**config.mk**
```make
export PLATFORM = sky130hd
export DESIGN_NAME = nvma_top
export DESIGN_NICKNAME = d
export VERILOG_FILES = /design/src/inc/nvma_pkg.sv /design/src/logic/nvma_byte_reg.sv /design/src/logic/nvma_top.sv
export SDC_FILE = /design/constraint.sdc
export NUM_CORES = 2
export LEC_CHECK = 0
export ABC_CLOCK_PERIOD_IN_PS = 9400
export BUFFER_PORTS_ARGS = -buffer_cell sky130_fd_sc_hd__buf_2
export CORE_MARGIN = 4
export CORE_UTILIZATION = 50
export DETAILED_ROUTE_END_ITERATION = 16
export PLACE_DENSITY = 0.66
export SYNTH_ARGS = -nofsm -noshare
export SYNTH_HDL_FRONTEND = slang
export SYNTH_SLANG_ARGS = --single-unit
```
**constraint.sdc**
```tcl
create_clock -name ref_clk -period 9.4 [get_ports ref_clk]
set_input_delay 0.94 -clock ref_clk [delete_from_list [all_inputs] [get_ports ref_clk]]
set_output_delay 0.94 -clock ref_clk [all_outputs]
set_load 0.01 [all_outputs]
```
**src/inc/nvma_pkg.sv**
```systemverilog
package nvma_pkg;
  // register byte addresses
  localparam logic [7:0] CTRL_OFS = 8'h00;
  localparam logic [7:0] UNLOCK_OFS = 8'h04;
  localparam logic [7:0] DATA_OFS = 8'h08;
  localparam logic [7:0] ADDR_OFS = 8'h0c;
  localparam logic [7:0] TPTR_TOP_OFS = 8'h10;
  localparam logic [7:0] FLAGS_OFS = 8'h28;
  localparam int PLAIN_N = 6;
  // pointer high, pointer low, latch, global int, priority 2, enables 2
  localparam logic [7:0] PLAIN_OFS [PLAIN_N] = '{
    8'h14, 8'h18, 8'h1c, 8'h20, 8'h24, 8'h2c
  };
  localparam int TPTR_HIGH_IDX = 0;
  localparam int TPTR_LOW_IDX = 1;
  localparam int TPTR_TOP_W = 6;

  // control register fields and flags done bit
  localparam int SEL_PROG_BIT = 7;
  localparam int SEL_CFG_BIT = 6;
  localparam int ROW_ERASE_BIT = 4;
  localparam int ABORT_BIT = 3;
  localparam int UNLOCK_BIT = 2;
  localparam int WGO_BIT = 1;
  localparam int RGO_BIT = 0;
  localparam int DONE_FLAG_BIT = 4;

  // unlock sequence values
  localparam logic [7:0] KEY_FIRST = 8'h55;
  localparam logic [7:0] KEY_SECOND = 8'haa;

  // reset and erased-byte values
  localparam logic [7:0] BYTE_RST = 8'h00;
  localparam logic [7:0] ERASED_BYTE = 8'hff;

  // self-timed programming
  localparam int CLK_PERIOD_NS = 40;
  localparam int ERASE_TIME_NS = 2000;
  localparam int PROG_TIME_NS = 2000;
  localparam int ERASE_CYCLES =
    (ERASE_TIME_NS + CLK_PERIOD_NS - 1) / CLK_PERIOD_NS;
  localparam int PROG_CYCLES =
    (PROG_TIME_NS + CLK_PERIOD_NS - 1) / CLK_PERIOD_NS;
  localparam int TMR_W = 16;
  localparam int SYNC_STAGES = 3;

  typedef struct packed {
    logic sel_prog;
    logic sel_cfg;
    logic rsv;
    logic row_erase;
    logic abort;
    logic unlock;
    logic wgo;
    logic rgo;
  } nvma_ctrl_t;

  typedef enum logic [1:0] {
    TGT_EEPROM,
    TGT_FLASH,
    TGT_CONFIG
  } nvma_target_t;

  typedef enum {KEY_IDLE, KEY_GOT_FIRST, KEY_ARMED} nvma_key_t;
  typedef enum {OP_IDLE, OP_ERASE, OP_PROG} nvma_op_t;
endpackage

```
**src/logic/nvma_byte_reg.sv**
```systemverilog
`timescale 1ns/1ns
module nvma_byte_reg #(
  parameter int WIDTH = 8
) (
  input wire logic ref_clk,
  input wire logic rst_n,
  input wire logic ce,
  input wire logic we,
  input wire logic [WIDTH-1:0] wdata,
  output logic [WIDTH-1:0] q
);
  // plain storage register
  always_ff @(posedge ref_clk or negedge rst_n) begin
    if (!rst_n) begin
      q <= '0;
    end else if (ce && we) begin
      q <= wdata;
    end
  end
endmodule

```
**src/logic/nvma_top.sv**
```systemverilog
// Summary of operation
// RULE1: space bit one selects program flash, zero selects data eeprom.
// RULE2: config bit one targets configuration space, else space bit decides.
// RULE3: write unlock bit permits writes; cleared at power-up.
// RULE4: abort flag set as unlocked write starts, cleared at timer expiry.
// RULE5: abort flag reads one after reset-cut or improper write.
// RULE6: select bits keep their values through an abort.
// RULE7: write-go starts self-timed op; software sets, hardware clears.
// RULE8: completion sets done flag; it stays until software clears it.
// RULE9: read-go reads eeprom in one cycle, then clears itself.
// RULE10: read-go refused while flash or config space selected.
// RULE11: row erase bit makes write-go erase a row; completion clears it.
// RULE12: unlock port stores nothing and reads as zero.
// RULE13: eeprom byte write erases first then programs, timer-controlled.
// RULE14: eeprom accessed a byte at a time via data and address.
// RULE15: firmware unlocks before every flash write too.
// RULE16: table pointer is 22 bits in three bytes; bit 21 is config.
// RULE17: write starts only after 55h, 0aah, then write-go.
// RULE18: write-go refused unless unlock was set beforehand.
// RULE19: control, address and data ignore writes while busy.
// RULE20: parameterised cycle timer ends op, clears go and abort.
`timescale 1ns/1ns
module nvma_top #(
  parameter int DEPTH = 256,
  parameter int ERASE_CYC = nvma_pkg::ERASE_CYCLES,
  parameter int PROG_CYC = nvma_pkg::PROG_CYCLES
) (
  input wire logic ref_clk,
  input wire logic rst_n,
  input wire logic ce,
  input wire logic ext_warm_rst_n,
  input wire logic psel,
  input wire logic penable,
  input wire logic pwrite,
  input wire logic [7:0] paddr,
  input wire logic [31:0] pwdata,
  output logic [31:0] prdata,
  output logic pready,
  output logic pslverr,
  output logic op_active,
  output logic [1:0] op_target,
  output logic op_erase,
  output logic nvm_done_flag,
  output logic [21:0] table_pointer
);
  ////////////////////////////////////////////////////////////////////////
  // declarations
  nvma_pkg::nvma_ctrl_t ctrl_r;
  nvma_pkg::nvma_key_t key_r;
  nvma_pkg::nvma_op_t op_r;
  logic [7:0] data_r;
  logic [7:0] addr_r;
  logic [7:0] flags_r;
  logic [7:0] mem [DEPTH];
  logic [nvma_pkg::TMR_W-1:0] tmr_r;
  logic [nvma_pkg::SYNC_STAGES-1:0] wr_sync_r;
  logic [7:0] plain_q [nvma_pkg::PLAIN_N];
  logic [nvma_pkg::TPTR_TOP_W-1:0] tptr_top;
  logic wr_fire;
  logic rd_take;
  logic [7:0] wbyte;
  logic busy;
  logic warm_hit;
  logic tmr_end;
  logic op_done;
  logic ctrl_we;
  logic start_ok;
  logic [31:0] rdata_nxt;
  logic map_hit;

  ////////////////////////////////////////////////////////////////////////
  // bus decode
  assign wr_fire = psel && penable && pready && pwrite && !pslverr;
  assign rd_take = psel && penable && !pready;
  assign wbyte = pwdata[7:0];
  assign busy = ctrl_r.wgo;
  assign tmr_end = (op_r != nvma_pkg::OP_IDLE) && (tmr_r == '0);
  assign op_done = tmr_end && (op_r == nvma_pkg::OP_PROG ||
    !(op_target == nvma_pkg::TGT_EEPROM));
  // RULE19: locked while busy
  assign ctrl_we = wr_fire && (paddr == nvma_pkg::CTRL_OFS) && !busy;
  // RULE17: full key sequence needed
  // RULE18: unlock from an earlier write
  assign start_ok = ctrl_we && wbyte[nvma_pkg::WGO_BIT] &&
    ctrl_r.unlock && (key_r == nvma_pkg::KEY_ARMED);

  ////////////////////////////////////////////////////////////////////////
  // warm reset pin synchroniser
  always_ff @(posedge ref_clk or negedge rst_n) begin
    if (!rst_n) begin
      wr_sync_r <= '1;
    end else if (ce) begin
      wr_sync_r <= {wr_sync_r[1:0], ext_warm_rst_n};
    end
  end
  assign warm_hit = !wr_sync_r[1] && !wr_sync_r[2];

  ////////////////////////////////////////////////////////////////////////
  // unlock key sequence
  always_ff @(posedge ref_clk or negedge rst_n) begin
    if (!rst_n) begin
      key_r <= nvma_pkg::KEY_IDLE;
    end else if (ce) begin
      if (warm_hit) begin
        key_r <= nvma_pkg::KEY_IDLE;
      end else if (wr_fire && paddr == nvma_pkg::UNLOCK_OFS) begin
        // RULE17: ordered key values
        case (key_r)
          nvma_pkg::KEY_IDLE: begin
            key_r <= (wbyte == nvma_pkg::KEY_FIRST) ?
              nvma_pkg::KEY_GOT_FIRST : nvma_pkg::KEY_IDLE;
          end
          nvma_pkg::KEY_GOT_FIRST: begin
            key_r <= (wbyte == nvma_pkg::KEY_SECOND) ?
              nvma_pkg::KEY_ARMED : nvma_pkg::KEY_IDLE;
          end
          default: begin
            key_r <= nvma_pkg::KEY_IDLE;
          end
        endcase
      end else if (wr_fire) begin
        key_r <= nvma_pkg::KEY_IDLE;
      end
    end
  end

  ////////////////////////////////////////////////////////////////////////
  // control register
  always_ff @(posedge ref_clk or negedge rst_n) begin
    if (!rst_n) begin
      // RULE3: unlock clear at power-up
      ctrl_r <= '0;
    end else if (ce) begin
      if (warm_hit) begin
        // RULE5: cut-short write leaves abort set
        // RULE6: selects kept for tracing
        ctrl_r.wgo <= 1'b0;
        ctrl_r.rgo <= 1'b0;
      end else if (ctrl_we) begin
        ctrl_r.sel_prog <= wbyte[nvma_pkg::SEL_PROG_BIT];
        ctrl_r.sel_cfg <= wbyte[nvma_pkg::SEL_CFG_BIT];
        ctrl_r.row_erase <= wbyte[nvma_pkg::ROW_ERASE_BIT];
        ctrl_r.unlock <= wbyte[nvma_pkg::UNLOCK_BIT];
        // RULE7: go bit only set here
        ctrl_r.wgo <= start_ok;
        // RULE4: abort raised at start
        // RULE5: improper attempt sets abort
        ctrl_r.abort <= wbyte[nvma_pkg::ABORT_BIT] ||
          wbyte[nvma_pkg::WGO_BIT];
        // RULE10: refused outside eeprom space
        ctrl_r.rgo <= wbyte[nvma_pkg::RGO_BIT] &&
          !wbyte[nvma_pkg::SEL_PROG_BIT] && !wbyte[nvma_pkg::SEL_CFG_BIT];
      end else begin
        // RULE9: read lasts one cycle
        ctrl_r.rgo <= 1'b0;
        if (op_done) begin
          // RULE20: expiry clears go and abort
          ctrl_r.wgo <= 1'b0;
          ctrl_r.abort <= 1'b0;
          // RULE11: erase completion clears row erase
          if (op_erase) begin
            ctrl_r.row_erase <= 1'b0;
          end
        end
      end
    end
  end

  ////////////////////////////////////////////////////////////////////////
  // self-timed operation sequencer
  always_ff @(posedge ref_clk or negedge rst_n) begin
    if (!rst_n) begin
      op_r <= nvma_pkg::OP_IDLE;
      tmr_r <= '0;
      op_active <= 1'b0;
      op_target <= nvma_pkg::TGT_EEPROM;
      op_erase <= 1'b0;
    end else if (ce) begin
      if (warm_hit) begin
        op_r <= nvma_pkg::OP_IDLE;
        op_active <= 1'b0;
        op_erase <= 1'b0;
      end else begin
        case (op_r)
          nvma_pkg::OP_IDLE: begin
            if (start_ok) begin
              op_active <= 1'b1;
              // RULE2: config space wins
              // RULE1: space bit picks flash or eeprom
              if (wbyte[nvma_pkg::SEL_CFG_BIT]) begin
                op_target <= nvma_pkg::TGT_CONFIG;
              end else if (wbyte[nvma_pkg::SEL_PROG_BIT]) begin
                op_target <= nvma_pkg::TGT_FLASH;
              end else begin
                op_target <= nvma_pkg::TGT_EEPROM;
              end
              // RULE13: eeprom always erases first
              // RULE11: flash row erase on request
              if (!wbyte[nvma_pkg::SEL_CFG_BIT] &&
                  (!wbyte[nvma_pkg::SEL_PROG_BIT] ||
                   wbyte[nvma_pkg::ROW_ERASE_BIT])) begin
                op_r <= nvma_pkg::OP_ERASE;
                op_erase <= 1'b1;
                tmr_r <= nvma_pkg::TMR_W'(ERASE_CYC - 1);
              end else begin
                op_r <= nvma_pkg::OP_PROG;
                op_erase <= 1'b0;
                tmr_r <= nvma_pkg::TMR_W'(PROG_CYC - 1);
              end
            end
          end
          nvma_pkg::OP_ERASE: begin
            // RULE20: cycle timer
            if (tmr_r != '0) begin
              tmr_r <= tmr_r - 1'b1;
            end else if (op_target == nvma_pkg::TGT_EEPROM) begin
              op_r <= nvma_pkg::OP_PROG;
              op_erase <= 1'b0;
              tmr_r <= nvma_pkg::TMR_W'(PROG_CYC - 1);
            end else begin
              op_r <= nvma_pkg::OP_IDLE;
              op_active <= 1'b0;
              op_erase <= 1'b0;
            end
          end
          nvma_pkg::OP_PROG: begin
            if (tmr_r != '0) begin
              tmr_r <= tmr_r - 1'b1;
            end else begin
              op_r <= nvma_pkg::OP_IDLE;
              op_active <= 1'b0;
            end
          end
          default: begin
            op_r <= nvma_pkg::OP_IDLE;
          end
        endcase
      end
    end
  end

  ////////////////////////////////////////////////////////////////////////
  // eeprom array, byte wide
  always_ff @(posedge ref_clk) begin
    if (ce && !warm_hit && tmr_end && op_target == nvma_pkg::TGT_EEPROM) begin
      // RULE13: erase then program
      if (op_r == nvma_pkg::OP_ERASE) begin
        mem[addr_r] <= nvma_pkg::ERASED_BYTE;
      end else begin
        mem[addr_r] <= data_r;
      end
    end
  end

  ////////////////////////////////////////////////////////////////////////
  // data and address registers
  always_ff @(posedge ref_clk or negedge rst_n) begin
    if (!rst_n) begin
      data_r <= nvma_pkg::BYTE_RST;
      addr_r <= nvma_pkg::BYTE_RST;
    end else if (ce) begin
      // RULE14: byte access
      if (ctrl_r.rgo) begin
        // RULE9: one-cycle read
        data_r <= mem[addr_r];
      end else if (wr_fire && !busy && paddr == nvma_pkg::DATA_OFS) begin
        data_r <= wbyte;
      end
      // RULE19: address locked while busy
      if (wr_fire && !busy && paddr == nvma_pkg::ADDR_OFS) begin
        addr_r <= wbyte;
      end
    end
  end

  ////////////////////////////////////////////////////////////////////////
  // flags register with completion flag
  always_ff @(posedge ref_clk or negedge rst_n) begin
    if (!rst_n) begin
      flags_r <= nvma_pkg::BYTE_RST;
    end else if (ce) begin
      if (wr_fire && paddr == nvma_pkg::FLAGS_OFS) begin
        flags_r <= wbyte;
      end
      // RULE8: set wins over clear
      if (op_done && !warm_hit) begin
        flags_r[nvma_pkg::DONE_FLAG_BIT] <= 1'b1;
      end
    end
  end
  assign nvm_done_flag = flags_r[nvma_pkg::DONE_FLAG_BIT];

  ////////////////////////////////////////////////////////////////////////
  // plain registers and table pointer
  for (genvar i = 0; i < nvma_pkg::PLAIN_N; i++) begin : g_plain
    nvma_byte_reg #(.WIDTH(8)) u_reg (
      .ref_clk(ref_clk),
      .rst_n(rst_n),
      .ce(ce),
      .we(wr_fire && paddr == nvma_pkg::PLAIN_OFS[i]),
      .wdata(wbyte),
      .q(plain_q[i])
    );
  end
  // RULE16: 22-bit pointer, top bit config
  nvma_byte_reg #(.WIDTH(nvma_pkg::TPTR_TOP_W)) u_tptr_top (
    .ref_clk(ref_clk),
    .rst_n(rst_n),
    .ce(ce),
    .we(wr_fire && paddr == nvma_pkg::TPTR_TOP_OFS),
    .wdata(wbyte[nvma_pkg::TPTR_TOP_W-1:0]),
    .q(tptr_top)
  );
  assign table_pointer = {tptr_top, plain_q[nvma_pkg::TPTR_HIGH_IDX],
    plain_q[nvma_pkg::TPTR_LOW_IDX]};

  ////////////////////////////////////////////////////////////////////////
  // read mux
  always_comb begin
    rdata_nxt = '0;
    map_hit = 1'b1;
    case (paddr)
      nvma_pkg::CTRL_OFS: rdata_nxt[7:0] = {ctrl_r[7:6], 1'b0, ctrl_r[4:0]};
      // RULE12: unlock port reads zero
      nvma_pkg::UNLOCK_OFS: rdata_nxt = '0;
      nvma_pkg::DATA_OFS: rdata_nxt[7:0] = data_r;
      nvma_pkg::ADDR_OFS: rdata_nxt[7:0] = addr_r;
      nvma_pkg::TPTR_TOP_OFS: rdata_nxt[5:0] = tptr_top;
      nvma_pkg::FLAGS_OFS: rdata_nxt[7:0] = flags_r;
      default: begin
        map_hit = 1'b0;
        for (int k = 0; k < nvma_pkg::PLAIN_N; k++) begin
          if (paddr == nvma_pkg::PLAIN_OFS[k]) begin
            rdata_nxt[7:0] = plain_q[k];
            map_hit = 1'b1;
          end
        end
      end
    endcase
  end

  ////////////////////////////////////////////////////////////////////////
  // apb answer, one wait state
  always_ff @(posedge ref_clk or negedge rst_n) begin
    if (!rst_n) begin
      pready <= 1'b0;
      pslverr <= 1'b0;
      prdata <= '0;
    end else if (ce) begin
      pready <= rd_take;
      if (rd_take) begin
        pslverr <= !map_hit;
        prdata <= pwrite ? '0 : rdata_nxt;
      end else begin
        pslverr <= 1'b0;
      end
    end
  end
endmodule

```
Yosys cells after proc, flatten, opt, wreduce, memory -nomap -nowiden
Memory sizes are Yosys's and may differ from the RTL's. Cells that the tools add are included. Widths: inputs -> output; s select.

Bits in registers: 206. Bits in latches: 0. Memory bits (writable): 2048. Bits in read-only memories: 0. Input bits: 47. Output and inout port bits: 61. Memories kept: 1.

Add/subtract/negate cells: 1. Multipliers: 0. Div/mod/pow operators: 0. Order comparisons: 0. Eq/ne operators: 26. Shifts and indexed selects: 0. Mux-type cells: 64. Bitwise operators: 2. Reduce and logical (&&, ||, !) cells: 85.

Memory list: mem (depth 256, bits a word 8, rd ports 1, clocked after Yosys merged registers in 0, wr ports 1, line nvma_top.sv:54) `logic [7:0] mem [DEPTH];`.

Operator list (count): $mux 32 (7); $pmux 32 s3 (1); $mux 8 (10); $eq 32x1->1 const B (2); $eq 32x2->1 const B (2); $eq 32x3->1 const B (2); $logic_not 32->1 (2); $mux 16 (4); $pmux 16 s3 (1); $logic_and 1x1->1 (39); $pmux 6 s6 (1); $eq 8x5->1 const B (4); $eq 8x6->1 const B (4); $reduce_bool 32->1 (1); $mux 1 (27); $eq 8x4->1 const B (2); $logic_not 16->1 (1); $mux 2 (8); $reduce_and 4->1 (4); $reduce_bool 16->1 (1); $sub 16x1->16 const B (1); $ne 3x3->1 const B (5); $reduce_and 2->1 (7); $reduce_and 6->1 (2); 21 further kinds (40).

Longest topological paths before layout
Depth in word-level cells: 12. Depth in mapped cells: 13. Gate-level depth less buffers: 8.

Modules after synthesis
From an unflattened synthesis, not the netlist that was laid out.

Cell total of the unflattened synthesis: 4290. Area total of the unflattened synthesis: 85836.1 um2.

Modules (own cells, without submodules): nvma_top (instances 1, cells an instance 4175, area an instance 83805.4 um2, sequential area each 63204.4 um2); nvma_byte_reg at g_plain[0].u_reg ... (instances 6, cells an instance 17, area an instance 296.5 um2, sequential area each 200.2 um2); nvma_byte_reg at u_tptr_top (instances 1, cells an instance 13, area an instance 251.5 um2, sequential area each 150.1 um2).

Least setup slack after synthesis
OpenSTA, ideal clock, no wires.

Path kind: input to register. Start: input port ce. End: memory mem[0][0] (data pin). Setup time: 0.831 ns. Data arrival time: 4.758 ns. Path slack: 3.810 ns. Stages: 5. Buffers on the path: 2. Path through: clkbuf_1 -> o21ai_0 -> or4_4 -> buf_6 -> or3_1.

Longest elaborated chain between the ends: 6.

Ends and longest elaborated chain: start, declared (line nvma_top.sv:30) `input wire logic ce,`; $logic_and 1x1->1 (3 in series) (line nvma_top.sv:245) `if (ce && !warm_hit && tmr_end && op_target == nvma_pkg::TGT_EEPROM) begin`; $mux 1 (line nvma_top.sv:245); $mux 1 (not written as such) (line nvma_top.sv:250) `mem[addr_r] <= data_r;`; $mux 8 (no line); end, declared (line nvma_top.sv:54).

No other way between the ends.

Final worst setup path
Start: register addr_r[0]. End: register data_r[0].

Longest elaborated chain between the ends: 2.

Ends and longest elaborated chain: start, declared (line nvma_top.sv:52) `logic [7:0] addr_r;`; start signal, assigned (line nvma_top.sv:260) `addr_r <= nvma_pkg::BYTE_RST;`; start signal, assigned (line nvma_top.sv:271) `addr_r <= wbyte;`; $mem_v2 256x8; $mux 8 (line nvma_top.sv:263) `if (ctrl_r.rgo) begin`; end signal, assigned (line nvma_top.sv:259) `data_r <= nvma_pkg::BYTE_RST;`; end signal, assigned (line nvma_top.sv:265) `data_r <= mem[addr_r];`; end signal, assigned (line nvma_top.sv:267) `data_r <= wbyte;`; end, declared (line nvma_top.sv:51) `logic [7:0] data_r;`.

No other way between the ends. A chain may end at the register's enable or synchronous reset.

==> results.json <==
{
  "status": "finished, violations left",
  "violations": "capacitance limit",
  "drive_above_1_share_pct": 21.66,
  "rrSetupSlack_ns": 4.20,
  "rsz0062_at_grt": "no",
  "clk_pin_slew_ns": 0.07,
  "skew_ns": 0.04277,
  "cap_violations": 1,
  "postSynthAreaPerCell_um2": 19.11,
  "critPathRequiredTime_ns": 10.05,
  "p_sw_share_pct": 20.20,
  "power_frac_comb_pct": 1.8,
  "grt_max_degree": 241,
  "use_met1_pct": 33.59,
  "setup_slack_ns": 4.204,
  "ys_types": 81,
  "min_period_ns": 5.196,
  "grtUsageTotal_pct": 23.81,
  "p_total_w": 0.01928,
  "grt_overflow": 0,
  "first_global_vias": 43550,
  "antenna_found_initial": 3,
  "ys.flop_type": "edfxtp_1",
  "ys_ff_latch": 2170,
  "peakVddDrop_mv": 0.1951,
  "clk_path_buf_depth": 3,
  "hold_violations": 0,
  "ctsHoldBuffers": 0,
  "cts.repair.resized": 0,
  "finalSetupViolations": 0,
  "drc": 0,
  "portBuffers": 59,
  "most-common-layout-cells": "edfxtp_1 (2048), mux4_2 (412), nor2_1 (346)",
  "busiest_layer": "met2",
  "drt_wl_total_mm": 212.9,
  "globalplace.congestion": 0.8420,
  "htree_levels": 4,
  "worstReg2RegEnd": "data_r[0]",
  "power.density_nw_per_um2": 202.5,
  "rr_startpoint": "addr_r[0]",
  "layout_commonest_cell": "edfxtp_1",
  "slowest_stage": "o32ai_1",
  "dp_hpwl_mm": 127.0,
  "cts-root-buf": "clkbuf_16",
  "maxSlewViolCount": 0,
  "met3_usage_pct": 4.829,
  "ys_seq_area_share_pct": 75.20,
  "rows": 151,
  "path_cells": "buf_4 > buf_4 > mux4_2 > mux2_2 > o22ai_1 > a221oi_1 > o32ai_1 > a31oi_1",
  "cts_setup_buffers": 0,
  "ff2ff_path_depth": 8,
  "place_worst_setup_slack_ns": 4.236,
  "drtIter0Drc": 5448,
  "startpoint_type": "flop",
  "fillers": 12750,
  "viasPerCell": 6.311,
  "critPathCaptureType": "flop",
  "netlist.area_leader.share_pct": 71.64,
  "path_buf_inv": 2,
  "critical_path_class": "reg2reg",
  "max-slew-margin-rel_pct": 1.534,
  "cts_sinks": 2170,
  "synth_edf_count": 2048,
  "cpPeakStageDelay_ns": 1.16,
  "chipWidth_um": 422.4,
  "crit_path_frequent_cell": "buf_4",
  "grt_pass1_wl_mm": 310.8,
  "pwr-share-clk_pct": 43.5,
  "yosysTopAreaCell": "edfxtp_1",
  "drtPass1Iterations": 6,
  "critPathTopFamily": "compound AO/OA/AOI/OAI gates",
  "worst_pin_slew_ns": 1.472,
  "design.core.area_um2": 170000,
  "max_freq_ghz": 0.1924,
  "insertion_delay_ns": 0.85,
  "fin_util_pct": 56.00,
  "syn_inst": 4493,
  "ant_nets": 0,
  "ios": 108,
  "syn-cell-area_um2": 85840,
  "dieHeight_um": 422.4,
  "syn2layout_area_growth_pct": 10.92,
  "numCtsBuffers": 213,
  "fin_crit_sh_pct": 55.28,
  "total_leakage_power_nw": 33.45,
  "p_int_w": 0.01539,
  "yosys_warnings": 0,
  "pwr-share-seq_pct": 54.7,
  "async_flop_share_pct": 5.622,
  "nets": 4636,
  "fin_tns_setup_ns": 0,
  "grt_util_met2_pct": 37.66,
  "synth.area.top_cells": "edfxtp_1 (72%), mux4_2 (11%), dfrtp_1 (3.5%), mux2i_1 (2.5%), mux2_2 (1.6%)",
  "start_util_pct": 50.48,
  "wl_per_cell_um": 30.50,
  "crit_fanout": 36,
  "switchingPower_w": 0.003895,
  "cts_tree": "built",
  "hold_path.class": "in2async",
  "num_vias": 44050,
  "die_area_um2": 178400,
  "crit_arrival_ns": 5.84
}
-- worst max path at each step --
| stage | start | end | cells after the start |
|---|---|---|---|
| after global routing | addr_r[0] | data_r[0] | 8 |
| after floorplan | ce | mem[0][0] | 5 |
| after CTS | addr_r[0] | data_r[0] | 8 |
| final | addr_r[0] | data_r[0] | 8 |
| after global placement | addr_r[0] | data_r[0] | 8 |
| after detailed placement | ce | mem[116][3] | 6 |
-- state kept, by name (all words and copies together) (netlist names), 2 cells and up --
signal           cells
flags_r              8
op_target            2
key_r                2
addr_r               8
op_r                 2
wr_sync_r            3
data_r               8
ctrl_r               6
prdata               8
g_plain.u_reg.q     48
tmr_r               16
u_tptr_top.q         6
mem               2048
-- power groups by stage --
stage / Sequential [W] / Combinational [W] / Clock (W)
after detailed placement: 0.0107 / 0.000350 / 0
after CTS: 0.0105 / 0.000351 / 0.00849
final: 0.0105 / 0.000350 / 0.00839
after global placement: 0.0107 / 0.000344 / 0
after global routing: 0.0105 / 0.000390 / 0.00893
after floorplan: 0.0108 / 0.000230 / 0
-- per-stage QoR --
stage                     cells  hold WS [ns]  area, um2
after floorplan            4516        0.4440      85930
after global placement     6586        0.4544      88350
after detailed placement   6586        0.4676      88350
after CTS                  6978        0.1791      95210
after global routing       6978        0.2575      95210
final                      6979        0.2257      95220
-- cells by family after synthesis --
family / after synthesis / share of synthesized area, %
simple gates: 746 / 4.045
mux: 752 / 14.95
buf+inv: 309 / 1.780
flops: 2170 / 75.20
fa+ha+maj: 6 / 0.08745
compound gates: 509 / 3.930
other cells: 1 / 0.004368
-- routing by layer --
layer	wire [um]	share of wire [%]
met1	85470	40
met2	101900	48
met3	18170	8.5
met4	7338	3.4
met5	0	0
-- final cells by class --
class,instances,area (um2),area share (%)
multi-input combinational,2037,19910,20.91
clock buffer,265,5559,5.838
timing repair buffer,145,1031,1.083
antenna,1,2.502,0.002628
inverter,16,60.06,0.06308
tap,2218,2775,2.915
sequential,2170,64570,67.82
clock inverter,127,1301,1.367
-- cell usage after synthesis (all sizes together), types with 29 or more instances --
| master | count |
|---|---|
| a211oi | 51 |
| a21oi | 59 |
| a221oi | 29 |
| a22oi | 39 |
| buf | 196 |
| clkbuf | 97 |
| dfrtp | 119 |
| edfxtp | 2048 |
| mux2 | 122 |
| mux2i | 218 |
| mux4 | 412 |
| nand2 | 159 |
| nand3 | 38 |
| nor2 | 349 |
| nor2b | 30 |
| o21ai | 122 |
| o22ai | 95 |
(Power assumes the default switching activity.)
